$ cat src/hw/sppxu_pkg.sv
// Shared constants and carrier types for the pack, pick and widen datapath.
package sppxu_pkg;
  localparam int          DATA_W     = 32;
  localparam int          HALF_W     = 16;
  localparam int          MAJ_HI     = 31;
  localparam int          MAJ_LO     = 26;
  localparam int          FSRC_HI    = 25;
  localparam int          FSRC_LO    = 21;
  localparam int          SSRC_HI    = 20;
  localparam int          SSRC_LO    = 16;
  localparam int          RD_HI      = 15;
  localparam int          RD_LO      = 11;
  localparam int          MIN_HI     = 10;
  localparam int          MIN_LO     = 6;
  localparam int          FN_HI      = 5;
  localparam int          FN_LO      = 0;
  localparam int          CC_B3      = 27;
  localparam int          CC_B2      = 26;
  localparam int          CC_B1      = 25;
  localparam int          CC_B0      = 24;
  localparam logic [5:0]  MAJ_EXT    = 6'h1F;
  localparam logic [5:0]  FN_CMPSEL  = 6'h11;
  localparam logic [5:0]  FN_WIDEN   = 6'h12;
  localparam logic [4:0]  MIN_PICKB  = 5'h03;
  localparam logic [4:0]  MIN_PICKH  = 5'h0B;
  localparam logic [4:0]  MIN_WIDL   = 5'h0C;
  localparam logic [4:0]  MIN_WIDR   = 5'h0D;
  localparam logic [4:0]  FSRC_ZERO  = 5'h00;
  localparam logic [5:0]  PACK_FN_DEF  = 6'h11;
  localparam logic [4:0]  PACK_MIN_DEF = 5'h0E;
  localparam logic [31:0] DATA_RST   = 32'h0000_0000;
  localparam logic [4:0]  REG_RST    = 5'h00;

  typedef enum logic [2:0] {
    OP_NONE, OP_PACK, OP_PICKB, OP_PICKH, OP_WIDL, OP_WIDR
  } sppxu_op_t;

  typedef enum logic {
    PR_IDLE, PR_WAIT
  } sppxu_prd_t;

  typedef struct packed {
    logic        valid;
    logic [31:0] instr;
    logic [31:0] src_a;
    logic [31:0] src_b;
  } sppxu_issue_t;

  typedef struct packed {
    logic        valid;
    logic [4:0]  dest;
    logic [31:0] data;
  } sppxu_res_t;
endpackage : sppxu_pkg

$ cat src/hw/sppxu_unit.sv
// Pack, condition pick and Q15 widen datapath with product read interlock.
// Functional notes
// - Pack first-source low over second-source high halfword.
// - Byte pick uses condition bits 27 to 24.
// - Condition one picks first source, else second.
// - Halfword pick uses condition bits 25 and 24.
// - Left widen: upper halfword, sixteen zero bits below.
// - Right widen: lower halfword shifted up, minor 01101.
// - Byte pick decoded by major, function, minor.
// - Halfword pick decoded by minor 01011, function 010001.
// - Left widen decoded with first source zero.
// - Right widen differs from left by minor only.
// - Only absent or disabled extension raise exceptions.
// - Malformed vector operands are not checked.
// - Product register read stalls during outstanding multiply.
`timescale 1ns/1ps
module sppxu_unit #(
  parameter logic [5:0] PACK_FN  = sppxu_pkg::PACK_FN_DEF,
  parameter logic [4:0] PACK_MIN = sppxu_pkg::PACK_MIN_DEF
) (
  input  wire logic                    clk,
  input  wire logic                    rst_n,
  input  wire sppxu_pkg::sppxu_issue_t issue,
  input  wire logic [31:0]             vector_extension_control_reg,
  input  wire logic                    ext_present,
  input  wire logic                    ext_enabled,
  input  wire logic                    mul_start,
  input  wire logic                    mul_done,
  input  wire logic                    prod_rd_req,
  output sppxu_pkg::sppxu_res_t        res_r,
  output logic                         exc_reserved_r,
  output logic                         exc_disabled_r,
  output logic                         prod_stall_r,
  output logic                         prod_rd_go_r
);
  import sppxu_pkg::*;

  logic       rst_s1_r;
  logic       rst_n_r;
  sppxu_op_t  op;
  sppxu_res_t res_nxt;
  logic       exc_reserved_nxt;
  logic       exc_disabled_nxt;
  logic       mul_busy_r;
  logic       mul_busy_nxt;
  sppxu_prd_t prd_r;
  sppxu_prd_t prd_nxt;
  logic       prod_stall_nxt;
  logic       prod_rd_go_nxt;
  logic [3:0] cc_byte;
  logic [3:0] cc_half;

  // Reset is released through two flip-flops.
  always_ff @(posedge clk or negedge rst_n) begin
    if (!rst_n) begin
      rst_s1_r <= 1'b0;
      rst_n_r  <= 1'b0;
    end else begin
      rst_s1_r <= 1'b1;
      rst_n_r  <= rst_s1_r;
    end
  end

  // Classifies an instruction word; unrelated words give no operation.
  function automatic sppxu_op_t decode(input logic [31:0] iw);
    logic [5:0] fn;
    logic [4:0] mn;
    fn = iw[FN_HI:FN_LO];
    mn = iw[MIN_HI:MIN_LO];
    decode = OP_NONE;
    if (iw[MAJ_HI:MAJ_LO] == MAJ_EXT) begin
      if (fn == PACK_FN && mn == PACK_MIN) begin
        decode = OP_PACK;
      end else if (fn == FN_CMPSEL && mn == MIN_PICKB) begin
        decode = OP_PICKB;
      end else if (fn == FN_CMPSEL && mn == MIN_PICKH) begin
        decode = OP_PICKH;
      end else if (fn == FN_WIDEN && mn == MIN_WIDL && iw[FSRC_HI:FSRC_LO] == FSRC_ZERO) begin
        decode = OP_WIDL;
      end else if (fn == FN_WIDEN && mn == MIN_WIDR && iw[FSRC_HI:FSRC_LO] == FSRC_ZERO) begin
        decode = OP_WIDR;
      end
    end
  endfunction : decode

  // Chooses each byte from the first source when its mask bit is set.
  function automatic logic [31:0] pick_bytes(input logic [3:0] m,
                                             input logic [31:0] a,
                                             input logic [31:0] b);
    pick_bytes = b;
    for (int i = 0; i < 4; i++) begin
      if (m[i]) begin
        pick_bytes[i*8 +: 8] = a[i*8 +: 8];
      end
    end
  endfunction : pick_bytes

  assign op      = decode(issue.instr);
  assign cc_byte = vector_extension_control_reg[CC_B3:CC_B0];
  assign cc_half = {{2{vector_extension_control_reg[CC_B1]}},
                    {2{vector_extension_control_reg[CC_B0]}}};

  // Operands are used as given; no format checking is done.
  always_comb begin
    res_nxt          = '0;
    exc_reserved_nxt = 1'b0;
    exc_disabled_nxt = 1'b0;
    res_nxt.dest     = issue.instr[RD_HI:RD_LO];
    if (issue.valid && op != OP_NONE) begin
      if (!ext_present) begin
        exc_reserved_nxt = 1'b1;
      end else if (!ext_enabled) begin
        exc_disabled_nxt = 1'b1;
      end else begin
        res_nxt.valid = 1'b1;
        case (op)
          OP_PACK: begin
            res_nxt.data = {issue.src_a[HALF_W-1:0], issue.src_b[DATA_W-1:HALF_W]};
          end
          OP_PICKB: begin
            res_nxt.data = pick_bytes(cc_byte, issue.src_a, issue.src_b);
          end
          OP_PICKH: begin
            res_nxt.data = pick_bytes(cc_half, issue.src_a, issue.src_b);
          end
          OP_WIDL: begin
            res_nxt.data = {issue.src_b[DATA_W-1:HALF_W], {HALF_W{1'b0}}};
          end
          OP_WIDR: begin
            res_nxt.data = {issue.src_b[HALF_W-1:0], {HALF_W{1'b0}}};
          end
          default: begin
            res_nxt.valid = 1'b0;
          end
        endcase
      end
    end
  end

  always_ff @(posedge clk or negedge rst_n_r) begin
    if (!rst_n_r) begin
      res_r          <= '{valid: 1'b0, dest: REG_RST, data: DATA_RST};
      exc_reserved_r <= 1'b0;
      exc_disabled_r <= 1'b0;
    end else begin
      res_r          <= res_nxt;
      exc_reserved_r <= exc_reserved_nxt;
      exc_disabled_r <= exc_disabled_nxt;
    end
  end

  // Product register read interlock; a new multiply start wins over done.
  always_comb begin
    mul_busy_nxt   = mul_start | (mul_busy_r & ~mul_done);
    prd_nxt        = prd_r;
    prod_stall_nxt = 1'b0;
    prod_rd_go_nxt = 1'b0;
    case (prd_r)
      PR_IDLE: begin
        if (prod_rd_req) begin
          if (mul_busy_r && !mul_done) begin
            prd_nxt        = PR_WAIT;
            prod_stall_nxt = 1'b1;
          end else begin
            prod_rd_go_nxt = 1'b1;
          end
        end
      end
      PR_WAIT: begin
        if (mul_done) begin
          prd_nxt        = PR_IDLE;
          prod_rd_go_nxt = 1'b1;
        end else begin
          prod_stall_nxt = 1'b1;
        end
      end
      default: begin
        prd_nxt = PR_IDLE;
      end
    endcase
  end

  always_ff @(posedge clk or negedge rst_n_r) begin
    if (!rst_n_r) begin
      mul_busy_r   <= 1'b0;
      prd_r        <= PR_IDLE;
      prod_stall_r <= 1'b0;
      prod_rd_go_r <= 1'b0;
    end else begin
      mul_busy_r   <= mul_busy_nxt;
      prd_r        <= prd_nxt;
      prod_stall_r <= prod_stall_nxt;
      prod_rd_go_r <= prod_rd_go_nxt;
    end
  end

  logic ok_r;
  assign ok_r = issue.valid && ext_present && ext_enabled;
endmodule : sppxu_unit

$ cat config.mk
export PLATFORM = sky130hd
export DESIGN_NAME = sppxu_unit
export DESIGN_NICKNAME = d
export VERILOG_FILES = /design/src/hw/sppxu_pkg.sv /design/src/hw/sppxu_unit.sv
export SDC_FILE = /design/constraint.sdc
export NUM_CORES = 1
export LEC_CHECK = 0
export ABC_AREA = 1
export BUFFER_PORTS_ARGS = -buffer_cell sky130_fd_sc_hd__buf_2
export CORE_MARGIN = 1
export CORE_UTILIZATION = 30
export CTS_CLUSTER_DIAMETER = 60
export DETAILED_ROUTE_END_ITERATION = 8
export GPL_TIMING_DRIVEN = 1
export SYNTH_ARGS = -nofsm -noshare
export SYNTH_HDL_FRONTEND = slang
export SYNTH_SLANG_ARGS = --single-unit
$ cat constraint.sdc
create_clock -name clk -period 1.4 [get_ports clk]
set_input_delay 0.07 -clock clk [delete_from_list [all_inputs] [get_ports clk]]
set_output_delay 0.07 -clock clk [all_outputs]
set_load 0.01 [all_outputs]
# == After elaboration in Yosys (flattened, before gate mapping) ==
# Cells that the tools add are included.
# totals
regBits,45
out_inout_bits,42
inputBits,136
# classes
bitwise_logic,4
reduce_logical,13
eq_ne,13
mux,34
# ops
op,count
$pmux 32 s5,1
$mux 32,3
$mux 8,7
$eq 5x4->1 const B,4
$eq 6x5->1 const B,3
$mux 3,6
$mux 1,15
$logic_and 1x1->1,9
$eq 3x2->1 const B,2
$eq 3x3->1 const B,2
$eq 5x2->1 const B,1
$logic_not 5->1,1
$reduce_or 5->1,1
$pmux 1 s2,2
$eq 3x1->1 const B,1
$reduce_bool 3->1,1
$not 1->1,2
$and 1x1->1,1
$logic_not 1->1,1
$or 1x1->1,1

# == Logic depth before layout (Yosys ltp) ==
# depth
depth_word,15
depth_mapped,13
depth_no_buf,13

# == Worst setup path before layout ==
# Ideal clock, no wire load.
# synth_path
path_type,input to register
startpoint,input port issue[67] in the netlist's numbering
endpoint,register res_r[10] in the netlist's numbering
cell_stages,10
setup_slack_ns,0.130
n_path_buf,1
arrival_ns,1.197
setup_ns,0.073
cell_sequence,nor2_1 nand2_2 nor2_4 nand3_1 nand3_2 nand2_2 nand2_2 nand4_4 buf_6 a21oi_2
# synth_lines
element,line_no,source
"start, declared",sppxu_unit.sv:23,"input wire sppxu_pkg::sppxu_issue_t issue,"
"end signal, assigned",sppxu_unit.sv:142,"res_r <= '{valid: 1'b0, dest: REG_RST, data: DATA_RST};"
"end signal, assigned",sppxu_unit.sv:146,res_r <= res_nxt;
"end, declared",sppxu_unit.sv:30,"output sppxu_pkg::sppxu_res_t res_r,"

==> results.sh <==
export IMPL_die_width_um=106
export IMPL_crit_path_end_kind="flop"
export IMPL_grt_pass1_wl_um=16000
export IMPL_vias=3611
export IMPL_yosysSeqAreaShare_pct=34.9
export IMPL_ys_flop_type="dfrtp_1"
export IMPL_p_leak_uw=0.00240
export IMPL_numCtsBuffers=5
export IMPL_syn_inst=484
export IMPL_seq_power_share_pct=51.0
export IMPL_place_hpwl_um=7430
export IMPL_post_place_ws_ps=-181
export IMPL_comb_power_share_pct=18.1
export IMPL_skew_ps=13.1
export IMPL_multi_input_area_um2=1780
export IMPL_cts_hold_buf=10
export IMPL_min_period_ps=1260
export IMPL_worst_slack_ps=145
export IMPL_grt_antenna_before_repair=1
export IMPL_io_buffers=144
export IMPL_path_cells="buf_2 -> nor2_1 -> nand2_2 -> nor2_4 -> nand2_2 -> nand2_1 -> nor2_2 -> buf_4 -> nand3_1 -> nand2_1 -> nor2_1 -> a21oi_2"
export IMPL_regArea_um2=1130
export IMPL_p_clk_share_pct=30.9
export IMPL_syn_avg_cell_area_um2=6.67
export IMPL_max_cap_viol_count=0
export IMPL_die_h_um=106
export IMPL_required_ps=1580
export IMPL_final_cells=778
export IMPL_start_util_pct=31.1
export IMPL_syn_nets=620
export IMPL_clock_latency_ps=300
export IMPL_final_antenna_net_count=0
export IMPL_dp_cells=760
export IMPL_cts_root_buffer="clkbuf_8"
export IMPL_gp_congestion=0.750
export IMPL_fillers=1058
export IMPL_finalCritPeriodShare_pct=89.7
export IMPL_cts_resized=0
export IMPL_async_flop_share_pct=100
export IMPL_grt_max_degree=49
export IMPL_vias_per_cell=4.64
export IMPL_synth_area_top_cells="dfrtp_1, nand2_1, nand3_1"
export IMPL_arrival_ps=1430
export IMPL_io_pins=178
export IMPL_nets=777
export IMPL_wl_um=10000
export IMPL_vdd_ir_drop_worst_uv=314
export IMPL_yosys_warnings=0
export IMPL_drtIter0Drc=152
export IMPL_grt_ovfl_total=0
export IMPL_setup_viol=0
export IMPL_syn_to_final_growth_pct=37.2
export IMPL_synth_edf_count=0
export IMPL_synthMostInstantiatedCell="nand2_1"
export IMPL_synth_seq_cells=45
export IMPL_synth_area_um2=3230
export IMPL_max_stage_delay_ps=190
export IMPL_cp_slowest_cell="buf_4"
export IMPL_antenna_cells=0
export IMPL_ctsLongestPathBuffers=2
export IMPL_dr_pass1_iters=4
export IMPL_swShare_pct=27.6
export IMPL_final_hold_viol_count=0
export IMPL_min_path_type="input pin to flop"
export IMPL_grtUsageTotal_pct=18.1
export IMPL_design_die_area_um2=11200
export IMPL_grt_pass1_vias=3427
export IMPL_core_um2=10400
export IMPL_drive_above_1_share_pct=34.0
export IMPL_path_delay_family="simple AND/OR/NAND/NOR gates"
export IMPL_netlist_area_leader_share_pct=34.9
export IMPL_critPathBufInv=2
export IMPL_design_power_total_uw=2590
export IMPL_report_final_slew_viol_count=0
export IMPL_h_tree_depth=2
export IMPL_cts_setup_buffers=0
export IMPL_clk_pin_slew_ps=90
export IMPL_worst_setup_path_type="input pin to flop"
export IMPL_startpoint_type="input pin"
export IMPL_cts_tree="yes"
export IMPL_yosys_area_top_type="dfrtp_1"
export IMPL_power_density_nw_per_um2=585
export IMPL_fmax_ghz=0.797
export IMPL_rsz0062_at_grt="false"
export IMPL_cts_sinks=45
export IMPL_wl_per_cell_um=12.9
export IMPL_yosys_top_cells_count="nand2_1, nand3_1, o21ai_0"
export IMPL_status="completed"
export IMPL_critPathMaxFanout=12
export IMPL_power_switching_uw=714
export IMPL_fp_row_count=37
export IMPL_synth_cell_types=26
export IMPL_drc=0
export IMPL_intPower_uw=1880
[through the flow]
stage	setup TNS (ps)	hold WS (ps)	instance area (µm²)	util, %
6_report	0	35.0	4430	42.7
3_5_place_dp	-4650	-141	4250	41.0
4_1_cts	0	26.9	4430	42.7
3_3_place_gp	-2910	-143	4250	41.0
5_1_grt	0	29.9	4430	42.7
2_1_floorplan	0	-226	3230	-
[path summary, 6_finish.rpt]
kind / to / cells past startpoint / slack (ps) / startpoint
max: res_r[27]$_DFF_PN0_ / 12 / 140 / issue[67]
max reg2reg: mul_busy_r$_DFF_PN0_ / 3 / 530 / mul_busy_r$_DFF_PN0_
min: res_r[20]$_DFF_PN0_ / 3 / 40 / issue[36]
min in group asynchronous: rst_s1_r$_DFF_PN0_ / 2 / 80 / rst_n
min reg2reg: res_r[28]$_DFF_PN0_ / 1 / 240 / rst_n_r$_DFF_PN0_
max in group asynchronous: res_r[18]$_DFF_PN0_ / 1 / 940 / rst_n_r$_DFF_PN0_
[worst reg2reg max path: cells and delay by family (launching register included)]
family                 cells  cell delay (ps)
and+or+nand+nor            2              330
buffers and inverters      1               50
DFF                        1              370
[power groups by stage]
stage          Combinational (µW)  Clock, µW  Sequential [µW]
5_1_grt                       533        883             1330
3_5_place_dp                  450          0             1350
3_3_place_gp                  435          0             1350
4_1_cts                       473        826             1320
2_1_floorplan                 160          0             1370
6_report                      469        800             1320
[flip-flops by register name, indices dropped and copies added, names as in the netlist]
name / flops
rst_s1_r: 1
mul_busy_r: 1
prod_rd_go_r: 1
res_r: 38
exc_reserved_r: 1
rst_n_r: 1
prd_r: 1
exc_disabled_r: 1
[cells by family (layout without fill, tap and decap cells)]
| logic type | count (synthesis) | in the layout | synth area share (%) |
|---|---|---|---|
| AND/OR/NAND/NOR | 274 | 274 | 37.1 |
| flip-flops | 45 | 45 | 34.9 |
| multiplexers | 8 | 8 | 2.48 |
| AO/OA/AOI/OAI | 82 | 82 | 15.3 |
| buffers and inverters | 74 | 232 | 10.2 |
| other | 1 | 1 | 0.116 |
[placed cells by master (no fill, tap or decap)]
| cell | synthesis | final |
|---|---|---|
| dfrtp_1 | 45 | 44 |
| dlygate4sd3_1 | 0 | 10 |
| nand4_1 | 1 | 1 |
| a21oi_2 | 22 | 22 |
| conb_1 | 1 | 1 |
| nor2_1 | 40 | 39 |
| nor3_1 | 3 | 3 |
| nand2_2 | 4 | 4 |
| inv_2 | 3 | 3 |
| nor3b_1 | 1 | 1 |
| a21oi_1 | 11 | 11 |
| clkbuf_1 | 9 | 1 |
| inv_1 | 42 | 42 |
| clkbuf_8 | 0 | 5 |
| buf_2 | 13 | 144 |
| clkinv_2 | 0 | 2 |
| nand4_4 | 1 | 1 |
| o21ai_0 | 49 | 49 |
| clkinv_1 | 1 | 1 |
| nand2_1 | 146 | 146 |
| nand3_2 | 1 | 1 |
| nor2_4 | 2 | 2 |
| or2_2 | 1 | 1 |
| nand3_1 | 67 | 67 |
| dfrtp_2 | 0 | 1 |
| nand4_2 | 1 | 1 |
| buf_12 | 0 | 8 |
| buf_4 | 3 | 16 |
| mux2i_1 | 8 | 8 |
| nor2_2 | 6 | 7 |
[area by class of cell]
type                            count  area share [%]
Tap cell                          136            3.84
Timing Repair Buffer              178            24.9
Inverter                           46            3.90
Clock buffer                        6            1.64
Multi-Input combinational cell    365            40.1
Sequential cell                    45            25.4
Clock inverter                      2           0.226
[routing by layer]
layer  global-route usage (%)  wire, µm  part of all wire, %  vias up
met3                     4.21       792                  7.9       13
met4                     4.56       111                  1.1        2
met5                        0        10                 0.10        -
met2                     29.8      4560                   45      133
li1                         -         -                    -     1861
met1                     23.7      4570                   46     1602
(Power assumes the default switching activity.)
